## src/hw/pif_pkg.sv

```systemverilog
// Shared constants and carriers for the peripheral interrupt flag block.
// Assumes one core clock; all event sources run on that same clock.
package pif_pkg;

   // Register port widths
   localparam int ADDR_W = 4;
   localparam int DATA_W = 8;

   // Register offsets (word index on the plain register port)
   localparam logic [ADDR_W-1:0] OFS_FLAGS1 = 4'h0;
   localparam logic [ADDR_W-1:0] OFS_FLAGS2 = 4'h1;
   localparam logic [ADDR_W-1:0] OFS_MASK1 = 4'h2;
   localparam logic [ADDR_W-1:0] OFS_MASK2 = 4'h3;

   // First flag bank field positions
   localparam int F1_TIMER1_GATE = 7;
   localparam int F1_CONVERTER_DONE = 6;
   localparam int F1_SERIAL_RECEIVE = 5;
   localparam int F1_SERIAL_TRANSMIT = 4;
   localparam int F1_SYNC_PORT1 = 3;
   localparam int F1_CAPTURE_COMPARE1 = 2;
   localparam int F1_TIMER2_MATCH = 1;
   localparam int F1_TIMER1_OVERFLOW = 0;

   // Second flag bank field positions
   localparam int F2_OSCILLATOR_FAIL = 7;
   localparam int F2_COMPARATOR2 = 6;
   localparam int F2_COMPARATOR1 = 5;
   localparam int F2_EEPROM_WRITE_DONE = 4;
   localparam int F2_SYNC_PORT1_COLLISION = 3;
   localparam int F2_CAPTURE_COMPARE2 = 0;

   // Bits of bank 1 that software may write; the rest follow their source
   localparam logic [DATA_W-1:0] F1_SW_MASK = 8'hcf;
   // Implemented bits of bank 2 on the larger variant
   localparam logic [DATA_W-1:0] F2_IMPL_MASK = 8'hf9;
   // Reset values
   localparam logic [DATA_W-1:0] FLAGS_RESET = 8'h00;
   localparam logic [DATA_W-1:0] MASK_RESET = 8'h00;

   // One register port request
   typedef struct packed {
      logic wr;
      logic rd;
      logic [ADDR_W-1:0] addr;
      logic [DATA_W-1:0] wdata;
   } pif_bus_req_s;

   // Event inputs of both banks, one bit per flag position
   typedef struct packed {
      logic [DATA_W-1:0] bank1;
      logic [DATA_W-1:0] bank2;
   } pif_events_s;

endpackage

```

## src/hw/pif_flags.sv

```systemverilog
// Two banks of peripheral interrupt request flags with masks and one
// level interrupt output. Register port: one-cycle strobes, read data
// one cycle after the read strobe. Event sources share the core clock.
//
// Behaviour
// - Source events set flags regardless of enables
// - Bank 1 bit layout fixed, gate to overflow
// - Serial receive/transmit flags read-only, follow source
// - All flags reset to zero on reset
// - Bank 2 layout fixed, implemented bits read/write
// - Bank 2 bits 2-1 read zero, ignore writes
// - Flag reads one while pending, else zero
// - Capture/compare 2 flag only on larger variant
//
// Added by the designer: the placing of the registers and strobed register access.
`timescale 1ns/100ps

module pif_flags
   import pif_pkg::*;
#(
   parameter bit HAS_CAPTURE_COMPARE2 = 1'b1 // Larger variant carries capture/compare 2
) (
   input wire logic i_core_clk,
   input wire logic i_reset_n,
   input wire pif_bus_req_s i_bus,
   input wire pif_events_s i_events,
   output logic [DATA_W-1:0] o_rdata,
   output logic [DATA_W-1:0] o_flags1,
   output logic [DATA_W-1:0] o_flags2,
   output logic o_irq
);

   // Implemented bits of bank 2 for this variant
   localparam logic [DATA_W-1:0] F2_MASK = HAS_CAPTURE_COMPARE2 ? F2_IMPL_MASK :
      (F2_IMPL_MASK & ~(8'h01 << F2_CAPTURE_COMPARE2));

   // Flag banks and interrupt masks
   logic [DATA_W-1:0] flags1; // Bank 1 request flags
   logic [DATA_W-1:0] flags2; // Bank 2 request flags
   logic [DATA_W-1:0] mask1; // Bank 1 interrupt mask
   logic [DATA_W-1:0] mask2; // Bank 2 interrupt mask
   logic [DATA_W-1:0] next_flags1; // Bank 1 value after this edge
   logic [DATA_W-1:0] next_flags2; // Bank 2 value after this edge
   logic irq_bank1; // Any unmasked bank 1 flag pending
   logic irq_bank2; // Any unmasked bank 2 flag pending

   // Write strobes decoded per register
   logic wr_flags1;
   logic wr_flags2;
   logic wr_mask1;
   logic wr_mask2;

   // Address decode for writes
   always_comb begin
      wr_flags1 = i_bus.wr && (i_bus.addr == OFS_FLAGS1);
      wr_flags2 = i_bus.wr && (i_bus.addr == OFS_FLAGS2);
      wr_mask1 = i_bus.wr && (i_bus.addr == OFS_MASK1);
      wr_mask2 = i_bus.wr && (i_bus.addr == OFS_MASK2);
   end

   // Next flag values: software write first, then events OR in on top.
   // OR-ing last is what lets a coincident event beat a clearing write.
   // Writing a one also sets a writable flag, so software can raise a
   // request by hand; the serial pair can never be forced that way.
   always_comb begin
      // Writable bits of bank 1 take the write or hold
      next_flags1 = (wr_flags1 ? i_bus.wdata : flags1) | i_events.bank1;
      next_flags1 = next_flags1 & F1_SW_MASK;
      // Serial flags simply mirror their source level
      next_flags1 = next_flags1 | (i_events.bank1 & ~F1_SW_MASK);
      // Bank 2: same scheme, unimplemented bits forced low
      next_flags2 = (wr_flags2 ? i_bus.wdata : flags2) | i_events.bank2;
      next_flags2 = next_flags2 & F2_MASK;
   end

   // Bank 1 flag storage
   always_ff @(posedge i_core_clk or negedge i_reset_n) begin
      if (!i_reset_n) begin
         flags1 <= FLAGS_RESET;
      end else begin
         flags1 <= next_flags1;
      end
   end

   // Bank 2 flag storage
   always_ff @(posedge i_core_clk or negedge i_reset_n) begin
      if (!i_reset_n) begin
         flags2 <= FLAGS_RESET;
      end else begin
         flags2 <= next_flags2;
      end
   end

   // Mask registers; only real flag positions can be enabled
   // A set mask bit lets its flag drive the interrupt output
   always_ff @(posedge i_core_clk or negedge i_reset_n) begin
      if (!i_reset_n) begin
         mask1 <= MASK_RESET;
         mask2 <= MASK_RESET;
      end else begin
         // Each mask written on its own offset
         if (wr_mask1) begin
            mask1 <= i_bus.wdata;
         end
         if (wr_mask2) begin
            mask2 <= i_bus.wdata & F2_MASK;
         end
      end
   end

   // Read data: valid only in the cycle after the strobe, zero otherwise.
   // Unmapped offsets answer zero so software never sees stale data.
   // Software sees the state of the strobe cycle; an event landing in that
   // same cycle shows up on the next read instead.
   always_ff @(posedge i_core_clk or negedge i_reset_n) begin
      if (!i_reset_n) begin
         o_rdata <= '0;
      end else if (i_bus.rd) begin
         case (i_bus.addr)
            OFS_FLAGS1: o_rdata <= flags1;
            OFS_FLAGS2: o_rdata <= flags2;
            OFS_MASK1: o_rdata <= mask1;
            OFS_MASK2: o_rdata <= mask2;
            default: o_rdata <= '0;
         endcase
      end else begin
         o_rdata <= '0;
      end
   end

   // Flags go straight out to the processor interrupt logic
   assign o_flags1 = flags1;
   assign o_flags2 = flags2;

   // Level interrupt: any unmasked pending flag. Software is expected to
   // clear stale flags before unmasking, or this fires at once; the block
   // cannot tell a stale flag from a fresh one, so it does not try.
   assign irq_bank1 = |(flags1 & mask1);
   assign irq_bank2 = |(flags2 & mask2);
   assign o_irq = irq_bank1 || irq_bank2;
endmodule

```

## config.mk

```make
export PLATFORM = sky130hd
export DESIGN_NAME = pif_flags
export DESIGN_NICKNAME = d
export VERILOG_FILES = /design/src/hw/pif_pkg.sv /design/src/hw/pif_flags.sv
export SDC_FILE = /design/constraint.sdc
export NUM_CORES = 1
export LEC_CHECK = 0
export ABC_AREA = 1
export BUFFER_PORTS_ARGS = -buffer_cell sky130_fd_sc_hd__clkbuf_2
export CORE_MARGIN = 3
export CORE_UTILIZATION = 50
export DETAILED_ROUTE_END_ITERATION = 16
export GPL_TIMING_DRIVEN = 0
export PLACE_DENSITY = 0.86
export SLEW_MARGIN = 15
export SYNTH_ARGS = -nofsm -noshare
export SYNTH_HDL_FRONTEND = slang
export SYNTH_SLANG_ARGS = --single-unit
export TNS_END_PERCENT = 50
```

## constraint.sdc

```tcl
create_clock -name i_core_clk -period 1 [get_ports i_core_clk]
set_input_delay 0.3 -clock i_core_clk [delete_from_list [all_inputs] [get_ports i_core_clk]]
set_output_delay 0.3 -clock i_core_clk [all_outputs]
set_load 0.01 [all_outputs]
```

# == Word level (Yosys, flattened, before mapping) ==
# Cells that the tools add are included.
# totals
reg_bits,36
inputBits,32
out_inout_bits,25
elab_cells,25
# classes
muxes,4
reduce_logical,8
bitwise_logic,5
eq_ne,3
# op_table
operator,count
one-hot mux 8 bit (4 select lines),1
two-way mux 8 bit,3
AND 8 bit,2
bitwise OR 8 bit,2
OR reduction 8 bit,2
"equality test 4 x 2 -> 1 bit, second input constant",2
bitwise OR 8 x 6 -> 8 bit,1
"equality test 4 x 1 -> 1 bit, second input constant",1
logical AND 1 bit,4
zero test 4 bit,1
logical OR 1 bit,1

# == Longest topological paths before layout ==
# Gate-level depths: netlist of run 1.
# depth
depth_word,5
ltp_mapped,6
ltp_nobuf,6

# == Worst setup path before layout of run 1 ==
# Ideal clock, no wire load.
# synth_timing
path_type,input port to flip-flop
from,input i_bus[11] (netlist bit)
to,register mask2[3]
arrival_time_ns,0.976
setup_ns,0.117
t_required_ns,0.883
cell_stages,6
n_path_buf,2
path_slack_ns,-0.093
cell_sequence,nor2_4 buf_6 nand3_4 buf_6 nand2_1 o21ai_2
# synth_between
elab_chain_len,2
# synth_rtl
element,line_no,rtl
start: declaration,pif_flags.sv:25,"input wire pif_bus_req_s i_bus,"
equality test 4 x 2 -> 1 bit,pif_flags.sv:58,wr_mask2 = i_bus.wr && (i_bus.addr == OFS_MASK2);
logical AND 1 bit,pif_flags.sv:58,
end signal: assignment,pif_flags.sv:106,mask2 <= i_bus.wdata & F2_MASK;
end: declaration,pif_flags.sv:41,logic [DATA_W-1:0] mask2;
# No other way between the ends.
# A chain may end at the register's enable or synchronous reset.

# == Final worst setup path of run 1 ==
# layout_timing
from,"register flags2[7], in the netlist o_flags2[7]"
to,output o_irq
# layout_between
elab_chain_len,3
# layout_rtl
element,line_no,rtl
start: declaration,pif_flags.sv:39,logic [DATA_W-1:0] flags2;
start signal: assignment,pif_flags.sv:90,flags2 <= next_flags2;
AND 8 bit,pif_flags.sv:139,assign irq_bank2 = |(flags2 & mask2);
OR reduction 8 bit,pif_flags.sv:139,
logical OR 1 bit,pif_flags.sv:140,assign o_irq = irq_bank1 || irq_bank2;
end: declaration,pif_flags.sv:30,output logic o_irq
# No other way between the ends.

==> results by group, run 1 <==
GRT
  – First-pass GRT wire length: 7940 um
  – Largest net degree at the start of global routing: 37
  – Antenna violations before repair: 0
  – GRT Overall Usage: 24.2%
  – Global route total overflow: 0
  – Number of global-route vias before repair: 1,680

Detailed routing
  – Drt first pass iters: 4
  – Vias per cell: 5.27
  – Starting DRT DRC Count: 127
  – Antenna Nets Post-Route: 0
  – Drc violations: 0
  – DRT Wirelength: 5210 um
  – Routed length per instance: 15.1 um
  – Via count: 1,822

Pwr
  – Clock Power Share: 24.8%
  – Combinational Power Share: 22.9%
  – Sw Share: 30.1%
  – Flop pwr share: 52.2%
  – Psw: 0.000977 W
  – Max IR drop VDD: 0.891 mV
  – Static Leak: 1.27 nW
  – Pwr/cell area: 1280 mW/mm2
  – Internal power: 0.00227 W

Setup path
  – Crit Path Max Fanout: 2
  – Worst Setup EP: o_irq
  – Worst Path Arrival: 1.26 ns
  – CP endpoint kind: output pin
  – Flop2flop setup slack: -0.11 ns
  – R2R depth: 6
  – Most used cell, CP: nand3_1
  – Worst Setup SP: o_flags2[7]
  – Critical-path top delay cell: dfrtp_1
  – Worst reg2reg path endpoint: o_rdata[3]
  – Slowest stage delay, CP: 0.41 ns
  – Crit-path cells: nand2_1 > nand3_1 > nor2_1 > nand3_1 > clkbuf_2
  – Worst flop-to-flop path startpoint: o_flags2[3]
  – Startpoint Class: flop
  – Critical Path RT: 0.70 ns
  – Kind of critical path: reg -> out

Cells and area
  – Multi-input logic area: 843 um2
  – Fin nets: 331
  – Commonest cells after routing, fill and taps aside: 69 x nand2_1, 42 x clkbuf_2, 36 x dfrtp_1
  – Layout cells sized above 1: 41.3%
  – Layout filler cell count: 227
  – Non-filler cells, final: 346
  – Area delta synth->final: 40.8%
  – Ant diodes: 0
  – Sequential cell area: 901 um2
  – Most common cell after layout, fill and taps aside: nand2_1

Hold path
  – Worst hold path type: in -> reg

Synthesis
  – Mapped cell area: 0.00180 mm2
  – Synth Area per Inst: 8.40 um2
  – Dominant cell type by area after synthesis: dfrtp_1
  – Netlist cell types: 19
  – Seq/Total Area, Yosys: 50.1%
  – Top cell type's share of synthesized area: 50.1%
  – Top post-synthesis cells by area: dfrtp_1 50%, nand2_1 15%, nand3_1 8.9%
  – Yosys reg bits: 36
  – Ys Warns: 0
  – Mapped Cells: 214

STA
  – Relative slew slack: 39.0%
  – Clock skew: 0.0106 ns
  – Final period utilization: 156%
  – RSZ-0062 raised after global routing: true
  – Final min period: 1.56 ns
  – Final hold violation count: 0
  – Actual slew at the worst max-slew pin: 0.916 ns
  – Worst setup margin: -0.562 ns
  – Slew Viols, Final: 0
  – Fmax: 640 MHz
  – Final setup violation count: 26

Clock network
  – Deepest clock path buffer count: 2
  – Clock transition at path regs: 0.11 ns
  – Num CTS Buffers: 5
  – CTS Sinks: 36
  – Clock Latency Late Sink: 0.35 ns
  – CTS tree: yes
  – H-tree levels: 2
  – Clk root buf: clkbuf_4

Die
  – Chip Width: 65.9 um
  – Die ar.: 0.00435 mm2
  – Rows: 21
  – Number of placed I/O pins: 57
  – Starting Density: 53.0%
  – Die H: 65.9 um
  – Total core area: 0.00339 mm2

Status
  – Status: complete, but fails checks
  – Failing checks: negative setup slack

Job
  – Maximum capacitance violations: 0

Placement
  – Dpl cells: 313
  – Number of port buffers: 52
  – Pre-CTS WS: -0.432 ns
  – Post-DP HPWL: 3270 um
  – Final Wtd Congestion: 0.863
## sequential cells by signal (all words and copies together) (netlist names)
register,flops
mask1,8
o_flags1,8
o_rdata,8
mask2,6
o_flags2,6
## worst min-delay path by stage
| stage | from | to | slack [ns] | depth (start not counted) |
|---|---|---|---|---|
| floorplan | i_reset_n | mask1[0] | 0.004 | 0 |
| global placement | i_events[13] | o_flags1[5] | 0.41 | 1 |
| detailed placement | i_events[12] | o_flags1[4] | 0.41 | 1 |
| CTS | i_events[13] | o_flags1[5] | 0.05 | 1 |
| global route | i_events[13] | o_flags1[5] | 0.04 | 1 |
| finish | i_events[13] | o_flags1[5] | 0.06 | 1 |
## Yosys cell counts
library cell  number
a21oi_1           15
buf_2              2
buf_4              2
buf_6              2
bufinv_8           1
conb_1             1
dfrtp_1           36
inv_1              8
inv_2              4
nand2_1           74
nand2_4            1
nand3_1           32
nand3_4            3
nor2_1            14
nor2_2             1
nor2_4             3
nor2_8             1
o21ai_0            8
o21ai_2            6
## critical path: cells and delay by family (launching register included)
family	cells	cell delay, ns
buf+inv	1	0.13
flops	1	0.41
simple gates	4	0.36
## layer usage
layer	global-route usage, %	part of all wire [%]	up-vias
met5	0	0	-
met4	6.35	2.4	0
met3	4.93	7.3	15
met2	42.6	50	79
met1	30.0	40	859
li1	-	-	869
## layout make-up
type | instances | area share (%)
Inverter | 13 | 2.57
Timing Repair Buffer | 77 | 21.7
Multi-Input combinational cell | 160 | 33.3
Buffer | 6 | 2.18
Tap cell | 46 | 2.27
Clock buffer | 8 | 2.32
Sequential cell | 36 | 35.6
## per-stage QoR
stage	cell area, um2	hold WS (ns)	total power (W)	setup TNS [ns]	util [%]
after detailed placement	2150	0.410	0.00230	-11.33	63.3
after global placement	2150	0.409	0.00227	-8.96	63.3
final	2530	0.0558	0.00325	-5.82	74.6
after floorplan	1830	0.00441	0.00207	-0.922	-
after global routing	2530	0.0412	0.00342	-7.08	74.6
after CTS	2380	0.0543	0.00319	-5.66	70.1
## power groups by stage
| stage | sequential [W] | combinational (W) | clock [W] |
|---|---|---|---|
| final | 0.00170 | 0.000745 | 0.000808 |
| after global routing | 0.00171 | 0.000810 | 0.000903 |
| after CTS | 0.00168 | 0.000684 | 0.000822 |
| after floorplan | 0.00172 | 0.000342 | 0 |
| after global placement | 0.00173 | 0.000539 | 0 |
| after detailed placement | 0.00174 | 0.000563 | 0 |
## cells by family (layout without fill, tap and decap cells)
kind of cell,after synthesis,in the layout,share of synthesized area [%]
buffers and inverters,19,104,6.13
and+or+nand+nor,129,129,34.2
AOI/OAI and AO/OA,29,29,9.33
DFF,36,36,50.1
other,1,2,0.209
## timing repair
action / 4_1_cts / 5_1_grt
setup buffers: 18 / 10
hold buffers: 0 / 0
setup endpoints to repair: 29 / 38
resized for setup: 8 / 35
pin swaps: 5 / 5
(Power assumes the default switching activity.)
==> inputs of run 2 (changes only) <==
CORE_UTILIZATION = 52   (was 50)
CTS_BUF_LIST = sky130_fd_sc_hd__clkbuf_4 sky130_fd_sc_hd__clkbuf_8   (was unset)
PLACE_DENSITY = 0.88   (was 0.86)
==> run 2 against run 1 <==
The run still ends with negative setup slack left. Total power rose by 0.55%. Fmax fell by 2.4%. First-iteration DRC count fell by 4.7%. Combinational power fell by 3.4%. Critical path depth did not move. Sequential share of layout area rose by 0.83 points. Sequential cell count did not move. Core utilization rose by 3.2 points. Final cell count fell by 2.3%. Count of clock-buffer cells in the layout fell by 1. Sequential power barely moved. Global-route usage fell by 1.2 points. Critical endpoint unchanged.
==> results by group, run 2 (synthesis gave the netlist of run 1 again) <==
Cells and area
  – Ant diodes: 0 (unchanged)
  – Layout cells sized above 1: 40.1% (-1.2 points)
  – Area delta synth->final: 37.6%
  – Design area: 0.00247 mm2 (-2.3%)
  – Final Util: 77.8% (+3.2 points)
  – Commonest cells after routing, fill and taps aside: 69 x nand2_1, 43 x clkbuf_2, 36 x dfrtp_1
  – Most common cell after layout, fill and taps aside: nand2_1
  – Fin nets: 326 (-1.5%)

GRT
  – GRT Overall Usage: 22.9% (-1.2 points)
  – First-pass GRT wire length: 7390 um (-6.9%)
  – Number of global-route vias before repair: 1,638 (-2.5%)
  – Largest net degree at the start of global routing: 37 (unchanged)
  – Antenna violations before repair: 0 (unchanged)
  – Global route total overflow: 0 (unchanged)

Die
  – Starting Density: 56.5% (+3.5 points)
  – Rows: 20 (-4.8%)
  – Chip Width: 64.8 um (-1.8%)
  – Total core area: 0.00318 mm2 (-6.2%)
  – Number of placed I/O pins: 57 (unchanged)
  – Die H: 64.8 um (-1.8%)
  – Die ar.: 0.00420 mm2 (-3.5%)

Setup path
  – Kind of critical path: reg -> out
  – Crit-path cells: nand2_1 > nand3_1 > nor2_1 > nand3_1 > clkbuf_2
  – Flop2flop setup slack: -0.06 ns (+0.05 ns)
  – CP endpoint kind: output pin
  – Slowest stage delay, CP: 0.42 ns (about the same)
  – Crit Path Max Fanout: 2 (unchanged)
  – Startpoint Class: flop
  – Cell family with most CP delay: flip-flops
  – Critical-path top delay cell: dfrtp_1
  – Critical Path RT: 0.70 ns (about the same)
  – WP buf/inv: 1 (unchanged)
  – Most used cell, CP: nand3_1
  – Worst Path Arrival: 1.30 ns (+0.04 ns)

STA
  – Worst setup margin: -0.600 ns (-0.0380 ns)
  – Actual slew at the worst max-slew pin: 0.889 ns (-0.0266 ns)
  – Fmax: 625 MHz (-2.4%)
  – Final hold violation count: 0 (unchanged)
  – Relative slew slack: 40.7% (+1.8 points)
  – Final min period: 1.60 ns (+0.0380 ns)
  – Final setup violation count: 25 (-3.8%)
  – Slew Viols, Final: 0 (unchanged)
  – Clock skew: 0.00857 ns (-0.00205 ns)
  – RSZ-0062 raised after global routing: true
  – Final period utilization: 160% (+3.8 points)

Clock network
  – CTS tree: yes
  – CTS Hold Bufs: 0 (unchanged)
  – Clock transition at path regs: 0.10 ns (about the same)
  – CTS Sinks: 36 (unchanged)
  – Clk root buf: clkbuf_4
  – Deepest clock path buffer count: 2 (unchanged)
  – Clock Latency Late Sink: 0.35 ns (about the same)
  – Num CTS Buffers: 5 (unchanged)
  – H-tree levels: 2 (unchanged)

Pwr
  – Max IR drop VDD: 0.967 mV (+8.6%)
  – Sw Share: 29.2% (-0.85 points)
  – Clock Power Share: 26.2% (+1.4 points)
  – Internal power: 0.00231 W (+1.8%)
  – Overall Power: 0.00327 W (+0.55%)
  – Flop pwr share: 51.8% (-0.4 points)
  – Combinational Power Share: 22.0% (-0.9 points)
  – Psw: 0.000955 W (-2.3%)
  – Pwr/cell area: 1320 mW/mm2 (+2.9%)
  – Static Leak: 1.25 nW (-2.2%)

Placement
  – Placed Area: 0.00214 mm2 (-0.12%)
  – Number of port buffers: 52 (unchanged)
  – Post-DP HPWL: 3160 um (-3.4%)
  – Pre-CTS WS: -0.387 ns (+0.0456 ns)
  – Final Wtd Congestion: 0.919 (+6.4%)

Hold path
  – Worst hold path type: in -> reg

Detailed routing
  – Routed length per instance: 14.0 um (-7.0%)
  – Antenna Nets Post-Route: 0 (unchanged)
  – Drt first pass iters: 4 (unchanged)
  – Drc violations: 0 (unchanged)
  – DRT Wirelength: 4730 um (-9.2%)
  – Via count: 1,766 (-3.1%)
  – Vias per cell: 5.22 (-0.78%)
  – Starting DRT DRC Count: 121 (-4.7%)

Status
  – Failing checks: negative setup slack
  – Status: complete, but fails checks

Job
  – Maximum capacitance violations: 0 (unchanged)
run 2: worst paths after layout:
kind                               from          end  depth (start not counted)
max reg2reg                 o_flags2[3]   o_rdata[3]                          6
min in group asynchronous     i_reset_n     mask2[5]                          1
min                        i_events[13]  o_flags1[5]                          1
max                         o_flags2[7]        o_irq                          5
max in group asynchronous     i_reset_n     mask1[1]                          1
min reg2reg                    mask1[7]     mask1[7]                          2
run 2: power by group through the flow:
stage	sequential [W]	clock, W	combinational [W]
after global routing	0.00170	0.000941	0.000802
after floorplan	0.00172	0	0.000342
final	0.00169	0.000856	0.000720
after global placement	0.00173	0	0.000537
after detailed placement	0.00174	0	0.000557
after CTS	0.00168	0.000868	0.000668
run 2: what timing repair did:
| item | in CTS | in global routing |
|---|---|---|
| setup endpoints to repair | 28 | 37 |
| setup buffers | 13 | 11 |
| resized for setup | 3 | 35 |
| hold endpoints to repair | 0 | 0 |
| pin swaps | 2 | 5 |
run 2: through the flow:
step                cells  hold slack [ns]  TNS, ns
floorplan             215          0.00441   -0.922
global placement      311            0.408    -8.66
detailed placement    311            0.410    -9.93
CTS                   331           0.0390    -5.53
global route          338           0.0364    -7.05
finish                338           0.0503    -5.64
run 2: layout make-up:
type                       instances  area [um2]
fill                             244         706
tap                               44        55.1
sequential                        36         901
multi-input combinational        160         842
buffer                             6        53.8
clock buffer                       7        65.1
timing repair buffer              72         490
inverter                          13        65.1
run 2: per-layer routing:
metal  track usage [%]  up-vias  wire length [um]
li1                  -      854                 -
met1              27.2      829              1950
met2              39.2       69              2380
met3              5.03       14               287
met4              10.8        0               113
met5                 0        -                 0
